`src/crf_pkg.sv`:
```
// constants, types and view helpers for the cpu register file
//
// Overview of operation
// - core runs in one normal mode with a 64-Kbyte address space.
// - eight identical 32-bit general registers, usable as address or data.
// - data operands read and written at 32, 16 or 8 bit width.
// - each register splits into independent extended and base 16-bit halves.
// - each base half splits into a high byte and a low byte.
// - width view chosen per register and per access, independently.
// - eighth register doubles as stack pointer for exceptions and calls.
// - program counter is 24 bits and holds the next instruction address.
// - fetches treat the lowest program counter bit as zero.
// - reset handling loads the program counter from the reset vector.
// - reset sets the interrupt mask bit; other flag bits are left undefined.
// - mask bit set blocks all interrupts except the non-maskable one.
// - every exception sequence sets the interrupt mask bit at its start.
// - bit 6 is a user bit, reached by load/store/and/or/xor ops.
// - n, z, v, c feed branch tests; non-flag ops leave flags alone.
// - byte add/sub/cmp/neg set half-carry from bit 3 carry or borrow.
// - word add/sub/cmp/neg set half-carry from bit 11 carry or borrow.
// - long add/sub/cmp/neg set half-carry from bit 27 carry or borrow.
// - register add and subtract finish in 2 states.
// - short multiply/divide take 14 states, long ones 22 states.
// - sleep instruction moves the core into power-down.
// - overflow flag shows arithmetic overflow; zero flag shows zero result.
// - carry flag shows carry, borrow or shifted-out bit; bit accumulator.
// - negative flag takes the result's most significant bit.
package crf_pkg;

  localparam int GPR_COUNT = 8;
  localparam int GPR_W = 32;
  localparam int IDX_W = 3;
  localparam int PC_W = 24;
  localparam int ADDR_W = 16;
  localparam int CCR_W = 8;
  localparam int CNT_W = 5;

  // condition code field positions
  localparam int CCR_I = 7;
  localparam int CCR_UI = 6;
  localparam int CCR_H = 5;
  localparam int CCR_U = 4;
  localparam int CCR_N = 3;
  localparam int CCR_Z = 2;
  localparam int CCR_V = 1;
  localparam int CCR_C = 0;
  localparam logic [7:0] CCR_RESET = 8'h80;

  localparam logic [2:0] SP_IDX = 3'h7;
  localparam logic [31:0] SP_STEP = 32'h0000_0002;
  localparam logic [23:0] PC_STEP = 24'h00_0002;
  localparam logic [31:0] GPR_RESET = 32'h0000_0000;

  // execution lengths in states (one state per clk_sys cycle)
  localparam int LAT_ADDSUB = 2;
  localparam int LAT_MULDIV_SHORT = 14;
  localparam int LAT_MULDIV_LONG = 22;

  // left-justified operand: carry into this bit is the half carry
  localparam int JUST_HALF = 28;
  localparam int JUST_MSB = 31;

  typedef enum logic [2:0] {
    VIEW_LONG, VIEW_EXT, VIEW_BASE, VIEW_HIGH, VIEW_LOW
  } crf_view_e;
  typedef enum logic [2:0] {
    CC_NONE, CC_LOAD, CC_AND, CC_OR, CC_XOR
  } crf_ccop_e;
  typedef enum logic [3:0] {
    ALU_ADD, ALU_ADDX, ALU_SUB, ALU_SUBX, ALU_CMP, ALU_NEG,
    ALU_MULB, ALU_DIVB, ALU_MULW, ALU_DIVW
  } crf_aluop_e;
  typedef enum logic [1:0] {SZ_BYTE, SZ_WORD, SZ_LONG} crf_size_e;

  // right-justified, zero-extended value of one view
  function automatic logic [31:0] view_read(input logic [31:0] w,
                                            input crf_view_e v);
    case (v)
      VIEW_EXT: view_read = {16'h0000, w[31:16]};
      VIEW_BASE: view_read = {16'h0000, w[15:0]};
      VIEW_HIGH: view_read = {24'h00_0000, w[15:8]};
      VIEW_LOW: view_read = {24'h00_0000, w[7:0]};
      default: view_read = w;
    endcase
  endfunction

  // merge right-justified data into the addressed bits only
  function automatic logic [31:0] view_write(input logic [31:0] old,
                                             input logic [31:0] d,
                                             input crf_view_e v);
    logic [31:0] r;
    r = old;
    case (v)
      VIEW_EXT: r[31:16] = d[15:0];
      VIEW_BASE: r[15:0] = d[15:0];
      VIEW_HIGH: r[15:8] = d[7:0];
      VIEW_LOW: r[7:0] = d[7:0];
      default: r = d;
    endcase
    return r;
  endfunction

endpackage
```
`src/crf_core_regs.sv`:
```
// cpu programmer-visible state: general registers, pc, condition codes
`timescale 1ns/10ps
`default_nettype none
module crf_core_regs (
  input wire logic clk_sys,
  input wire logic rst_n,
  // general register access
  input wire logic [2:0] rd_a_idx,
  input wire crf_pkg::crf_view_e rd_a_view,
  output logic [31:0] rd_a_data,
  input wire logic [2:0] rd_b_idx,
  input wire crf_pkg::crf_view_e rd_b_view,
  output logic [31:0] rd_b_data,
  input wire logic wr_en,
  input wire logic [2:0] wr_idx,
  input wire crf_pkg::crf_view_e wr_view,
  input wire logic [31:0] wr_data,
  input wire logic sp_push,
  input wire logic sp_pop,
  output logic [31:0] stack_pointer,
  // program counter
  input wire logic vec_valid,
  input wire logic [23:0] vec_addr,
  input wire logic fetch_take,
  input wire logic pc_load,
  input wire logic [23:0] pc_target,
  output logic [23:0] program_counter,
  output logic [15:0] fetch_addr,
  output logic core_ready,
  // exceptions and interrupts
  input wire logic exc_start,
  input wire logic irq_req,
  input wire logic nmi_req,
  output logic irq_accept,
  // condition code access
  input wire crf_pkg::crf_ccop_e ccr_op,
  input wire logic [7:0] ccr_val,
  input wire logic [7:0] flag_wr_mask,
  input wire logic [7:0] flag_wr_val,
  output logic [7:0] condition_code_register,
  input wire logic [3:0] bcc_cond,
  output logic bcc_taken,
  // arithmetic
  input wire logic alu_req,
  input wire crf_pkg::crf_aluop_e alu_op,
  input wire crf_pkg::crf_size_e alu_size,
  input wire logic [31:0] alu_a,
  input wire logic [31:0] alu_b,
  output logic alu_busy,
  output logic alu_done,
  output logic [31:0] alu_result,
  // power
  input wire logic sleep_req,
  output logic power_down
);

  typedef enum logic [1:0] {
    ST_VECTOR, ST_RUN, ST_BUSY, ST_SLEEP
  } crf_state_e;

  crf_state_e state_reg, state_next;
  logic [23:0] pc_reg, pc_next;
  logic [7:0] ccr_reg, ccr_next;
  logic [4:0] cnt_reg, cnt_next;
  crf_pkg::crf_aluop_e op_reg, op_next;
  crf_pkg::crf_size_e size_reg, size_next;
  logic [31:0] a_reg, a_next, b_reg, b_next;
  logic cin_reg, cin_next;
  logic [31:0] res_reg, res_next;
  logic done_reg, done_next;
  logic pc_ok, is_addsub, is_ext;
  logic [31:0] f_sum;
  logic f_n, f_z, f_v, f_c, f_h;

  ////////////////////////////////////////////////////////////////////////
  // helpers

  // busy states left after the first busy state
  function automatic logic [4:0] lat_of(input crf_pkg::crf_aluop_e op);
    int n;
    case (op)
      crf_pkg::ALU_MULB, crf_pkg::ALU_DIVB:
        n = crf_pkg::LAT_MULDIV_SHORT;
      crf_pkg::ALU_MULW, crf_pkg::ALU_DIVW:
        n = crf_pkg::LAT_MULDIV_LONG;
      default: n = crf_pkg::LAT_ADDSUB;
    endcase
    return 5'(n - 1);
  endfunction

  // unsigned multiply and divide; remainder sits above the quotient
  function automatic logic [31:0] muldiv(input crf_pkg::crf_aluop_e op,
                                         input logic [31:0] a,
                                         input logic [31:0] b);
    logic [15:0] q8, r8;
    logic [31:0] q16, r16;
    q8 = 16'hffff;
    r8 = 16'hffff;
    q16 = 32'hffff_ffff;
    r16 = 32'hffff_ffff;
    // divide by zero gives all ones, never unknown
    if (b[7:0] != 8'h00) begin
      q8 = a[15:0] / {8'h00, b[7:0]};
      r8 = a[15:0] % {8'h00, b[7:0]};
    end
    if (b[15:0] != 16'h0000) begin
      q16 = a / {16'h0000, b[15:0]};
      r16 = a % {16'h0000, b[15:0]};
    end
    case (op)
      crf_pkg::ALU_MULB: muldiv = {16'h0000, 16'(a[7:0]) * 16'(b[7:0])};
      crf_pkg::ALU_DIVB: muldiv = {16'h0000, r8[7:0], q8[7:0]};
      crf_pkg::ALU_MULW: muldiv = 32'(a[15:0]) * 32'(b[15:0]);
      default: muldiv = {r16[15:0], q16[15:0]};
    endcase
  endfunction

  // sixteen branch tests on n, z, v, c
  function automatic logic cond_eval(input logic [3:0] c,
                                     input logic [7:0] f);
    logic n, z, v, cy;
    n = f[crf_pkg::CCR_N];
    z = f[crf_pkg::CCR_Z];
    v = f[crf_pkg::CCR_V];
    cy = f[crf_pkg::CCR_C];
    case (c)
      4'h0: cond_eval = 1'b1;
      4'h1: cond_eval = 1'b0;
      4'h2: cond_eval = ~(cy | z);
      4'h3: cond_eval = cy | z;
      4'h4: cond_eval = ~cy;
      4'h5: cond_eval = cy;
      4'h6: cond_eval = ~z;
      4'h7: cond_eval = z;
      4'h8: cond_eval = ~v;
      4'h9: cond_eval = v;
      4'ha: cond_eval = ~n;
      4'hb: cond_eval = n;
      4'hc: cond_eval = ~(n ^ v);
      4'hd: cond_eval = n ^ v;
      4'he: cond_eval = ~(z | (n ^ v));
      default: cond_eval = z | (n ^ v);
    endcase
  endfunction

  ////////////////////////////////////////////////////////////////////////
  // submodules

  crf_gpr_bank u_bank (
    .clk_sys(clk_sys),
    .rst_n(rst_n),
    .rd_a_idx(rd_a_idx),
    .rd_a_view(rd_a_view),
    .rd_a_data(rd_a_data),
    .rd_b_idx(rd_b_idx),
    .rd_b_view(rd_b_view),
    .rd_b_data(rd_b_data),
    .wr_en(wr_en),
    .wr_idx(wr_idx),
    .wr_view(wr_view),
    .wr_data(wr_data),
    .sp_push(sp_push),
    .sp_pop(sp_pop),
    .stack_pointer(stack_pointer)
  );

  crf_flag_unit u_flags (
    .op_a(a_reg),
    .op_b(b_reg),
    .carry_in(cin_reg),
    .op(op_reg),
    .size(size_reg),
    .sum_result(f_sum),
    .flag_n(f_n),
    .flag_z(f_z),
    .flag_v(f_v),
    .flag_c(f_c),
    .flag_h(f_h)
  );

  ////////////////////////////////////////////////////////////////////////
  // sequencing, program counter and condition codes

  assign pc_ok = (state_reg == ST_RUN) || (state_reg == ST_BUSY);
  assign is_addsub = (op_reg == crf_pkg::ALU_ADD)
                     || (op_reg == crf_pkg::ALU_ADDX)
                     || (op_reg == crf_pkg::ALU_SUB)
                     || (op_reg == crf_pkg::ALU_SUBX)
                     || (op_reg == crf_pkg::ALU_CMP)
                     || (op_reg == crf_pkg::ALU_NEG);
  assign is_ext = (op_reg == crf_pkg::ALU_ADDX)
                  || (op_reg == crf_pkg::ALU_SUBX);

  // ccr writers in rising priority: alu, ccr ops, flag writes, exception
  always_comb begin
    state_next = state_reg;
    pc_next = pc_reg;
    ccr_next = ccr_reg;
    cnt_next = cnt_reg;
    op_next = op_reg;
    size_next = size_reg;
    a_next = a_reg;
    b_next = b_reg;
    cin_next = cin_reg;
    res_next = res_reg;
    done_next = 1'b0;
    case (state_reg)
      ST_VECTOR: begin
        if (vec_valid) begin
          pc_next = vec_addr;
          state_next = ST_RUN;
        end
      end
      ST_RUN: begin
        if (alu_req) begin
          op_next = alu_op;
          size_next = alu_size;
          a_next = alu_a;
          b_next = alu_b;
          cin_next = ccr_reg[crf_pkg::CCR_C];
          cnt_next = lat_of(alu_op);
          state_next = ST_BUSY;
        end else if (sleep_req) begin
          state_next = ST_SLEEP;
        end
      end
      ST_BUSY: begin
        if (cnt_reg == 5'h00) begin
          state_next = ST_RUN;
          done_next = 1'b1;
          res_next = is_addsub ? f_sum : muldiv(op_reg, a_reg, b_reg);
          // multiply and divide leave the flags unchanged
          if (is_addsub) begin
            ccr_next[crf_pkg::CCR_H] = f_h;
            ccr_next[crf_pkg::CCR_N] = f_n;
            // extended ops only ever clear z, for multi-word chains
            ccr_next[crf_pkg::CCR_Z] = is_ext ?
              (f_z & ccr_reg[crf_pkg::CCR_Z]) : f_z;
            ccr_next[crf_pkg::CCR_V] = f_v;
            ccr_next[crf_pkg::CCR_C] = f_c;
          end
        end else begin
          cnt_next = cnt_reg - 5'h01;
        end
      end
      ST_SLEEP: begin
        if (irq_accept) begin
          state_next = ST_RUN;
        end
      end
      default: state_next = ST_VECTOR;
    endcase
    // a branch target beats the sequential step
    if (pc_ok) begin
      if (pc_load) begin
        pc_next = pc_target;
      end else if (fetch_take) begin
        pc_next = pc_reg + crf_pkg::PC_STEP;
      end
    end
    case (ccr_op)
      crf_pkg::CC_LOAD: ccr_next = ccr_val;
      crf_pkg::CC_AND: ccr_next = ccr_next & ccr_val;
      crf_pkg::CC_OR: ccr_next = ccr_next | ccr_val;
      crf_pkg::CC_XOR: ccr_next = ccr_next ^ ccr_val;
      default: ccr_next = ccr_next;
    endcase
    // shift, logic and bit ops write only the flags they affect
    ccr_next = (ccr_next & ~flag_wr_mask)
               | (flag_wr_val & flag_wr_mask);
    // mask set wins over any clear in the same cycle
    if (exc_start) begin
      ccr_next[crf_pkg::CCR_I] = 1'b1;
    end
  end

  // only the mask bit has a documented reset value
  always_ff @(posedge clk_sys) begin
    if (!rst_n) begin
      state_reg <= ST_VECTOR;
      pc_reg <= 24'h00_0000;
      ccr_reg <= crf_pkg::CCR_RESET;
      cnt_reg <= 5'h00;
      op_reg <= crf_pkg::ALU_ADD;
      size_reg <= crf_pkg::SZ_BYTE;
      a_reg <= 32'h0000_0000;
      b_reg <= 32'h0000_0000;
      cin_reg <= 1'b0;
      res_reg <= 32'h0000_0000;
      done_reg <= 1'b0;
    end else begin
      state_reg <= state_next;
      pc_reg <= pc_next;
      ccr_reg <= ccr_next;
      cnt_reg <= cnt_next;
      op_reg <= op_next;
      size_reg <= size_next;
      a_reg <= a_next;
      b_reg <= b_next;
      cin_reg <= cin_next;
      res_reg <= res_next;
      done_reg <= done_next;
    end
  end

  ////////////////////////////////////////////////////////////////////////
  // outputs

  // upper pc bits do not reach the 64-Kbyte fetch bus
  assign fetch_addr = {pc_reg[15:1], 1'b0};
  assign program_counter = pc_reg;
  assign condition_code_register = ccr_reg;
  assign bcc_taken = cond_eval(bcc_cond, ccr_reg);
  // nmi ignores the mask; nothing is taken before the vector loads
  assign irq_accept = (state_reg != ST_VECTOR)
                      && (nmi_req || (irq_req
                      && !ccr_reg[crf_pkg::CCR_I]));
  assign core_ready = (state_reg == ST_RUN);
  assign alu_busy = (state_reg == ST_BUSY);
  assign alu_done = done_reg;
  assign alu_result = res_reg;
  assign power_down = (state_reg == ST_SLEEP);

endmodule // crf_core_regs
`default_nettype wire

```
`src/crf_flag_unit.sv`:
```
// add/subtract datapath with condition flags at byte, word and long size
`timescale 1ns/10ps
`default_nettype none
module crf_flag_unit (
  input wire logic [31:0] op_a,
  input wire logic [31:0] op_b,
  input wire logic carry_in,
  input wire crf_pkg::crf_aluop_e op,
  input wire crf_pkg::crf_size_e size,
  output logic [31:0] sum_result,
  output logic flag_n,
  output logic flag_z,
  output logic flag_v,
  output logic flag_c,
  output logic flag_h
);

  logic [4:0] k;
  logic sub, cin;
  logic [31:0] x, y, xs, ys;
  logic [32:0] sum;
  logic cy, hc;

  // left-justified operands let one adder and one h bit serve all sizes
  always_comb begin
    case (size)
      crf_pkg::SZ_BYTE: k = 5'h18;
      crf_pkg::SZ_WORD: k = 5'h10;
      default: k = 5'h00;
    endcase
    sub = (op != crf_pkg::ALU_ADD) && (op != crf_pkg::ALU_ADDX);
    x = (op == crf_pkg::ALU_NEG) ? 32'h0000_0000 : op_a;
    y = (op == crf_pkg::ALU_NEG) ? op_a : op_b;
    case (op)
      crf_pkg::ALU_ADD: cin = 1'b0;
      crf_pkg::ALU_ADDX: cin = carry_in;
      crf_pkg::ALU_SUBX: cin = ~carry_in;
      default: cin = 1'b1;
    endcase
    xs = x << k;
    ys = (sub ? ~y : y) << k;
    sum = {1'b0, xs} + {1'b0, ys} + (33'(cin) << k);
    cy = sum[32];
    hc = xs[crf_pkg::JUST_HALF] ^ ys[crf_pkg::JUST_HALF]
         ^ sum[crf_pkg::JUST_HALF];
    sum_result = sum[31:0] >> k;
    flag_n = sum[crf_pkg::JUST_MSB];
    flag_z = (sum[31:0] == 32'h0000_0000);
    flag_v = (xs[crf_pkg::JUST_MSB] == ys[crf_pkg::JUST_MSB])
             && (sum[crf_pkg::JUST_MSB] != xs[crf_pkg::JUST_MSB]);
    flag_c = sub ? ~cy : cy; // borrow on subtract
    flag_h = sub ? ~hc : hc; // bit 3, 11 or 27
  end

endmodule // crf_flag_unit
`default_nettype wire

```
`src/crf_gpr_bank.sv`:
```
// eight general registers with view access and stack pointer stepping
`timescale 1ns/10ps
`default_nettype none
module crf_gpr_bank (
  input wire logic clk_sys,
  input wire logic rst_n,
  input wire logic [2:0] rd_a_idx,
  input wire crf_pkg::crf_view_e rd_a_view,
  output logic [31:0] rd_a_data,
  input wire logic [2:0] rd_b_idx,
  input wire crf_pkg::crf_view_e rd_b_view,
  output logic [31:0] rd_b_data,
  input wire logic wr_en,
  input wire logic [2:0] wr_idx,
  input wire crf_pkg::crf_view_e wr_view,
  input wire logic [31:0] wr_data,
  input wire logic sp_push,
  input wire logic sp_pop,
  output logic [31:0] stack_pointer
);

  logic [31:0] mem_reg [crf_pkg::GPR_COUNT];
  logic [31:0] mem_next [crf_pkg::GPR_COUNT];
  logic [31:0] rd_a_reg, rd_a_next, rd_b_reg, rd_b_next;

  // stack step first, so an explicit write to the same register wins
  always_comb begin
    mem_next = mem_reg;
    if (sp_push && !sp_pop) begin
      mem_next[crf_pkg::SP_IDX] = mem_reg[crf_pkg::SP_IDX]
                                  - crf_pkg::SP_STEP;
    end else if (sp_pop && !sp_push) begin
      mem_next[crf_pkg::SP_IDX] = mem_reg[crf_pkg::SP_IDX]
                                  + crf_pkg::SP_STEP;
    end
    if (wr_en) begin
      mem_next[wr_idx] = crf_pkg::view_write(mem_reg[wr_idx], wr_data,
                                             wr_view);
    end
    // each port picks its own view
    rd_a_next = crf_pkg::view_read(mem_reg[rd_a_idx], rd_a_view);
    rd_b_next = crf_pkg::view_read(mem_reg[rd_b_idx], rd_b_view);
  end

  // reads show the value before a same-cycle write
  always_ff @(posedge clk_sys) begin
    if (!rst_n) begin
      for (int i = 0; i < crf_pkg::GPR_COUNT; i++) begin
        mem_reg[i] <= crf_pkg::GPR_RESET;
      end
      rd_a_reg <= crf_pkg::GPR_RESET;
      rd_b_reg <= crf_pkg::GPR_RESET;
    end else begin
      mem_reg <= mem_next;
      rd_a_reg <= rd_a_next;
      rd_b_reg <= rd_b_next;
    end
  end

  assign rd_a_data = rd_a_reg;
  assign rd_b_data = rd_b_reg;
  assign stack_pointer = mem_reg[crf_pkg::SP_IDX];

endmodule // crf_gpr_bank
`default_nettype wire

```
`config.mk`:
```
export PLATFORM = sky130hd
export DESIGN_NAME = crf_core_regs
export DESIGN_NICKNAME = d
export VERILOG_FILES = /design/src/crf_pkg.sv /design/src/crf_core_regs.sv /design/src/crf_flag_unit.sv /design/src/crf_gpr_bank.sv
export SDC_FILE = /design/constraint.sdc
export NUM_CORES = 2
export LEC_CHECK = 0
export BUFFER_PORTS_ARGS = -buffer_cell sky130_fd_sc_hd__buf_2
export CELL_PAD_IN_SITES_DETAIL_PLACEMENT = 1
export CELL_PAD_IN_SITES_GLOBAL_PLACEMENT = 2
export CORE_MARGIN = 8
export CORE_UTILIZATION = 36
export DETAILED_ROUTE_END_ITERATION = 8
export PLACE_DENSITY_LB_ADDON = 0.1
export SLEW_MARGIN = 20
export SYNTH_ARGS = -nofsm -noshare
export SYNTH_HDL_FRONTEND = slang
export SYNTH_HIERARCHICAL = 1
export SYNTH_SLANG_ARGS = --single-unit
```
`constraint.sdc`:
```
create_clock -name clk_sys -period 156.5 [get_ports clk_sys]
set_input_delay 31.3 -clock clk_sys [delete_from_list [all_inputs] [get_ports clk_sys]]
set_output_delay 31.3 -clock clk_sys [all_outputs]
set_load 0.01 [all_outputs]
```
After elaboration in Yosys (flattened, before gate mapping)
Index checks and enable logic that the tools add are counted.

cells by class
  $mul = 2
  order comparisons = 4
  equal/unequal tests = 55
  reduce and logical (&&, ||, !) cells = 40
  multiplexer cells = 63
  div/mod/pow operators = 4
  bitwise gates (word level) = 28
  add/subtract/negate cells = 7
  shifts and indexed selects = 4

operators with widths
  cell                                                  number
  two-way mux 32 bit                                    14
  binary-select mux 32 bit (select 3 bit)               3
  bitwise mux 256 bit                                   1
  one-hot mux 32 bit (4 select lines)                   2
  two-way mux 24 bit                                    5
  demux 32 bit (select 3 bit)                           1
  one-hot mux 32 bit (3 select lines)                   1
  << shifter 32 x 5 -> 32 bit                           2
  two-way mux 16 bit                                    3
  equality test 4 x 3 -> 1 bit (second input constant)  10
  equality test 4 bit (second input constant)           10
  two-way mux 8 bit                                     5
  adder 32 x 32 -> 33 bit                               1
  adder 33 bit                                          1
  << shifter 1 x 5 -> 33 bit                            1
  adder 32 x 2 -> 32 bit (second input constant)        1
  divider 32 x 16 -> 32 bit                             1
  logical NOT 32 bit                                    1
  modulo 32 x 16 -> 32 bit                              1
  multiplier 16 x 16 -> 32 bit                          1
  NOT 32 bit                                            1
  one-hot mux 16 bit (2 select lines)                   1
  one-hot mux 8 bit (4 select lines)                    1
  right shift 32 x 5 -> 32 bit                          1
  other kinds (55)                                      138

storage, ports and cells
  word-level logic and storage cells = 229
  register bits = 463
  input port bits = 212

Depth between registers and ports, before layout
  depth in word-level cells = 17
  depth in mapped cells = 479
  mapped depth without buffers = 438

Cells and area by module
Netlist, hierarchy kept.

by module, submodules not included
  module         instances  sequential area each (um2)  area an instance (um2)  cells an instance
  crf_core_regs  1          2,862.7                     43,867.1                5,845
  crf_gpr_bank   1          6,406.1                     18,094.9                1,813
  crf_flag_unit  1          0.0                         3,847.4                 553

Least setup slack after synthesis
No wires, ideal clock.

  kind = register -> register
  start point = register b_reg[0]
  end point = register res_reg[25], in the netlist alu_result[25]
  path slack = 63,167 ps
  clock period less this slack = 93,333 ps
  data arrival time = 93,254 ps
  library setup time = 79 ps
  stages on the path, launching flop included = 450
  cell sequence = dfxtp_1 inv_1 ha_1 o2111a_1 nor2_1 a21oi_1 ha_1 o21a_1 o2111a_1 a21oi_1 mux2_2 a21oi_1 inv_1 ha_1 a21oi_1 nand2_1 a32o_1 o21ai_1 [... 414 more ...] buf_2 mux2_1 ha_1 a21o_1 a21o_1 a221oi_1 o21ai_0 a21o_1 a21o_1 a211o_1 a211o_1 a211o_1 nor3_1 and3_1 clkbuf_1 nand2_1 a211o_1 o211ai_1

on the way
  longest elaborated chain between the ends = 8

RTL lines
  what                                                                              line                  RTL
  start, declared                                                                   crf_core_regs.sv:67   logic [31:0] a_reg, a_next, b_reg, b_next;
  start signal, assigned                                                            crf_core_regs.sv:299  b_reg <= b_next;
  parallel branches: the longest is 7 deep, another holds modulo 32 x 16 -> 32 bit  n/a
  two-way mux 32 bit (*)                                                            crf_core_regs.sv:231  res_next = is_addsub ? f_sum : muldiv(op_reg, a_reg, b_reg);
  end signal, assigned                                                              crf_core_regs.sv:301  res_reg <= res_next;
  end, declared                                                                     crf_core_regs.sv:69   logic [31:0] res_reg, res_next;

Mark *: on every way between the ends.
A chain may end at the register's enable or synchronous reset.

Final worst setup path
  start point = register b_reg[4]
  end point = register res_reg[22], in the netlist alu_result[22]

Same word-level chain as after synthesis.

==> results.txt <==
The run finished with clean final reports. The first global-routing pass estimated 428 mm of wire. The core region is about 180000 µm². The total overflow left after global routing is 0. The proportion of synthesized chip area in sequential cells came out at roughly 14%. The number of DRC markers in iteration 0 is ~4500.

The worst setup slack for register-to-register paths is approximately 54 ns. Across the run, the number of max-cap violations was 0. The relative slew slack came out at about a fifth. The die is about 440 µm tall. The HPWL after detailed placement is ~220 mm. The detail route stage leaves a number of antenna-violating nets equal to 0. The count of nets after finishing came out at between 9000 and 10000. The slew of the pin with the lowest slew margin came out at around 1.2 ns. The maximum fanout count along the critical path came out at 32.

The number of max-slew violations in the final report came to 0. The number of failing hold endpoints at the final stage is 0. The post-CTS resize count is 0.

The vias after detailed routing is 64900. The proportion of register bits with asynchronous set or reset after synthesis is 0%. The beginning of the worst register-to-register path is b_reg[4].

The worst setup path is of the reg2reg kind. The worst hold path passes through 2 cells. The register cell area after layout came out at slightly above 9000 µm².

The die area is ~200000 µm². The clock root buffer is clkbuf_16. The die span in x is roughly 440 µm.

The mean number of vias per cell came out at ~6.1. For this run, the number of Yosys warnings is 6. The post-synthesis cell area is between 60000 and 70000 µm². In the final layout, the share of cells above drive strength 1 is between 10% and 20%. The number of top-level design ports is about 390. The startpoint identified for the worst hold timing path is b_reg[29]. The pin count of the biggest net entering global routing came out at about 120. The total wirelength of the detailed-routed design came out at approximately 280 mm.

The element type at the critical path start is a register. In this run the worst hold path is classified as reg2reg. For this design, the slowest cell found on the critical path is nor2_2. The register with the most flip-flops in the layout has ~220 of them. The kind of capture point of the worst setup path is a register.

The number of H-tree levels is 2. The combined area of the multi-input logic cells came out at 52800 µm². The synthesized net count came out at between 9000 and 10000. Based on the critical path, the design can be clocked at up to approximately 0.0097 GHz. The cell that appears most often on the critical path is o21a_1. The combined global-route utilization of all metal layers came out at between 20% and 30%. Among all flip-flop cells after synthesis, the most frequent one is dfxtp_1. The final number of setup-violating endpoints came out at 0. The netlist uses between 100 and 150 different library cells. The sum of negative setup slack came out at 0 ns.

The clock-pin slew of the registers on the worst-case setup and hold paths came out at 0.06 ns. The worst clock skew came out at about 0.040 ns. The worst endpoint required time came out at roughly 160 ns. The deepest clock path buffer count is 3.

The initial antenna violation count is 12. The average cell area after synthesis is 8.01 µm². Once the floorplan was initialized, standard cells occupied 36.1% of the core. Port buffering added ~390 buffers. The post-route DRC violation count came out at 0.

In this design, the stage delay of the slowest critical-path cell is roughly 0.87 ns. The path depth of the worst reg2reg path is about 410. TritonCTS built the clock tree. The count of flip-flops with a built-in enable after synthesis came out at 0. The time the worst path needs with I/O delays and setup is 102.77 ns.

The clock buffer count from CTS is 54. The number of hold buffers added after CTS is 0. In this run the core area contains between 150 and 200 standard-cell rows. The count of buffers added by post-CTS timing repair for setup is 0. The worst hold margin is roughly 0.46 ns. Routability-driven placement finished with a final weighted congestion of 0.916. The cell count after synthesis came out at between 8000 and 9000. Setup repair after global routing left no endpoint under its margin.

The critical path data arrival time came out at ~100 ns. In this run the critical register-to-register path is captured at alu_result[22]. From synthesis to final layout, the design area changed by 8.88%. The number of global-route vias before repair came out at between 60000 and 70000. The number of sinks on the clock net is approximately 460. At the later pin of the worst-skew pair, clock insertion delay measures between 0.6 and 0.7 ns. In the final routed layout, each cell accounts on average for ~27 µm. The count of fill cells added during filler insertion is ~22000. For hold timing, the worst endpoint is b_reg[29]. The share of the cycle needed by the critical path after routing came out at roughly two thirds. The post-synthesis register bit count came out at around 460. The number of detailed-routing iterations run before antenna repair came out at 5.
-- cell usage in the layout, fill, tap and decap left out, drive strengths merged, types with 167 or more instances in the layout --
| cell | count |
|---|---|
| a21oi | 579 |
| buf | 537 |
| dfxtp | 463 |
| fa | 237 |
| ha | 717 |
| inv | 433 |
| mux2 | 167 |
| mux2i | 188 |
| mux4 | 195 |
| nand2 | 937 |
| nor2 | 628 |
| nor3 | 360 |
| o21a | 299 |
| o21ai | 429 |
| o22ai | 198 |
| o31ai | 167 |
| xnor2 | 219 |
-- cell usage after synthesis (16+ instances only) --
| master | instances | area, µm² |
|---|---|---|
| o31ai_1 | 164 | 1230 |
| nor2_1 | 626 | 2350 |
| a31o_2 | 22 | 193 |
| nand3_1 | 133 | 666 |
| xnor2_1 | 218 | 1910 |
| a21o_1 | 129 | 968 |
| o221ai_1 | 26 | 228 |
| inv_1 | 426 | 1600 |
| dfxtp_1 | 463 | 9270 |
| a221oi_1 | 20 | 175 |
| a31oi_1 | 56 | 350 |
| o21ai_1 | 41 | 205 |
| mux4_2 | 195 | 4390 |
| nor3_1 | 353 | 1770 |
| buf_1 | 38 | 143 |
| o211ai_1 | 49 | 368 |
| or2_2 | 52 | 325 |
| clkbuf_1 | 341 | 1280 |
| or3_1 | 42 | 263 |
| o22ai_1 | 196 | 1230 |
| a22oi_1 | 16 | 120 |
| buf_4 | 55 | 413 |
| a21oi_1 | 576 | 2880 |
| and2_1 | 83 | 519 |
| or4_1 | 16 | 120 |
| o21ai_0 | 384 | 1920 |
| mux2_2 | 159 | 1790 |
| o21a_1 | 299 | 2240 |
| and3_1 | 63 | 394 |
| nand2b_1 | 54 | 338 |
| nor4_1 | 39 | 244 |
| nor2b_1 | 52 | 325 |
| mux2i_1 | 188 | 1880 |
| nand3b_1 | 16 | 120 |
| ha_1 | 717 | 8970 |
| xor2_1 | 147 | 1290 |
| o21bai_1 | 37 | 278 |
| buf_2 | 69 | 345 |
| a211oi_1 | 55 | 413 |
| nand2_1 | 935 | 3510 |
| fa_1 | 237 | 4740 |
| nand4_1 | 55 | 344 |
-- area by class of cell --
class,instances,area share (%)
multi-input combinational,6799,73.7
sequential,463,12.9
timing repair buffer,538,4.31
tap,2385,4.16
inverter,437,2.29
clock buffer,78,2.22
clock inverter,20,0.372
antenna,7,0.0244
-- per-layer routing --
metal / track usage, % / wire, µm / vias to the layer above
li1: - / - / 30100
met1: 39.2 / 133000 / 32700
met2: 45.2 / 129000 / 1735
met3: 3.18 / 14900 / 317
met4: 6.02 / 6590 / 6
met5: 0 / 42 / -
-- worst max-delay path, delay by kind of cell (launching register included) --
| family | cells | cell delay [ns] |
|---|---|---|
| mux | 16 | 5.26 |
| compound gates | 260 | 59.79 |
| fa+ha+maj | 31 | 9.94 |
| simple gates | 89 | 23.76 |
| flops | 1 | 0.60 |
| buf+inv | 17 | 3.16 |
-- how the worst max path moves through the flow --
| stage | from | end | slack (ns) | cells after the start |
|---|---|---|---|---|
| after floorplan | b_reg[0] | alu_result[25] | 63.17 | 449 |
| after detailed placement | b_reg[4] | alu_result[22] | 54.44 | 412 |
| after CTS | b_reg[5] | alu_result[22] | 54.10 | 413 |
| final | b_reg[4] | alu_result[22] | 53.73 | 413 |
| after global placement | b_reg[4] | alu_result[22] | 57.94 | 416 |
| after global routing | b_reg[5] | alu_result[26] | 45.55 | 414 |
-- cell families (layout without fill, tap and decap cells) --
logic type | Yosys count | count (layout) | share of synthesized area (%)
AO/OA/AOI/OAI | 2306 | 2306 | 23.0
XOR/XNOR | 367 | 367 | 4.92
adder cells (fa/ha/maj) | 955 | 955 | 20.9
buffers and inverters | 949 | 1073 | 5.94
flip-flops | 463 | 463 | 14.1
multiplexers | 550 | 550 | 12.4
other | 2 | 9 | 0.0114
AND/OR/NAND/NOR | 2619 | 2619 | 18.7
-- metrics by stage --
step / std cells / utilization, % / worst slack (ns) / cell area (µm²)
after floorplan: 8211 / - / 63.17 / 65800
after global placement: 10600 / 38.3 / 57.94 / 69700
after detailed placement: 10600 / 38.3 / 54.44 / 69800
after CTS: 10700 / 39.3 / 54.10 / 71600
after global routing: 10700 / 39.3 / 45.55 / 71600
final: 10700 / 39.3 / 53.73 / 71700
Power is not shown: default switching activity piles up to over one toggle a cycle in this logic, so the estimate is an artifact.
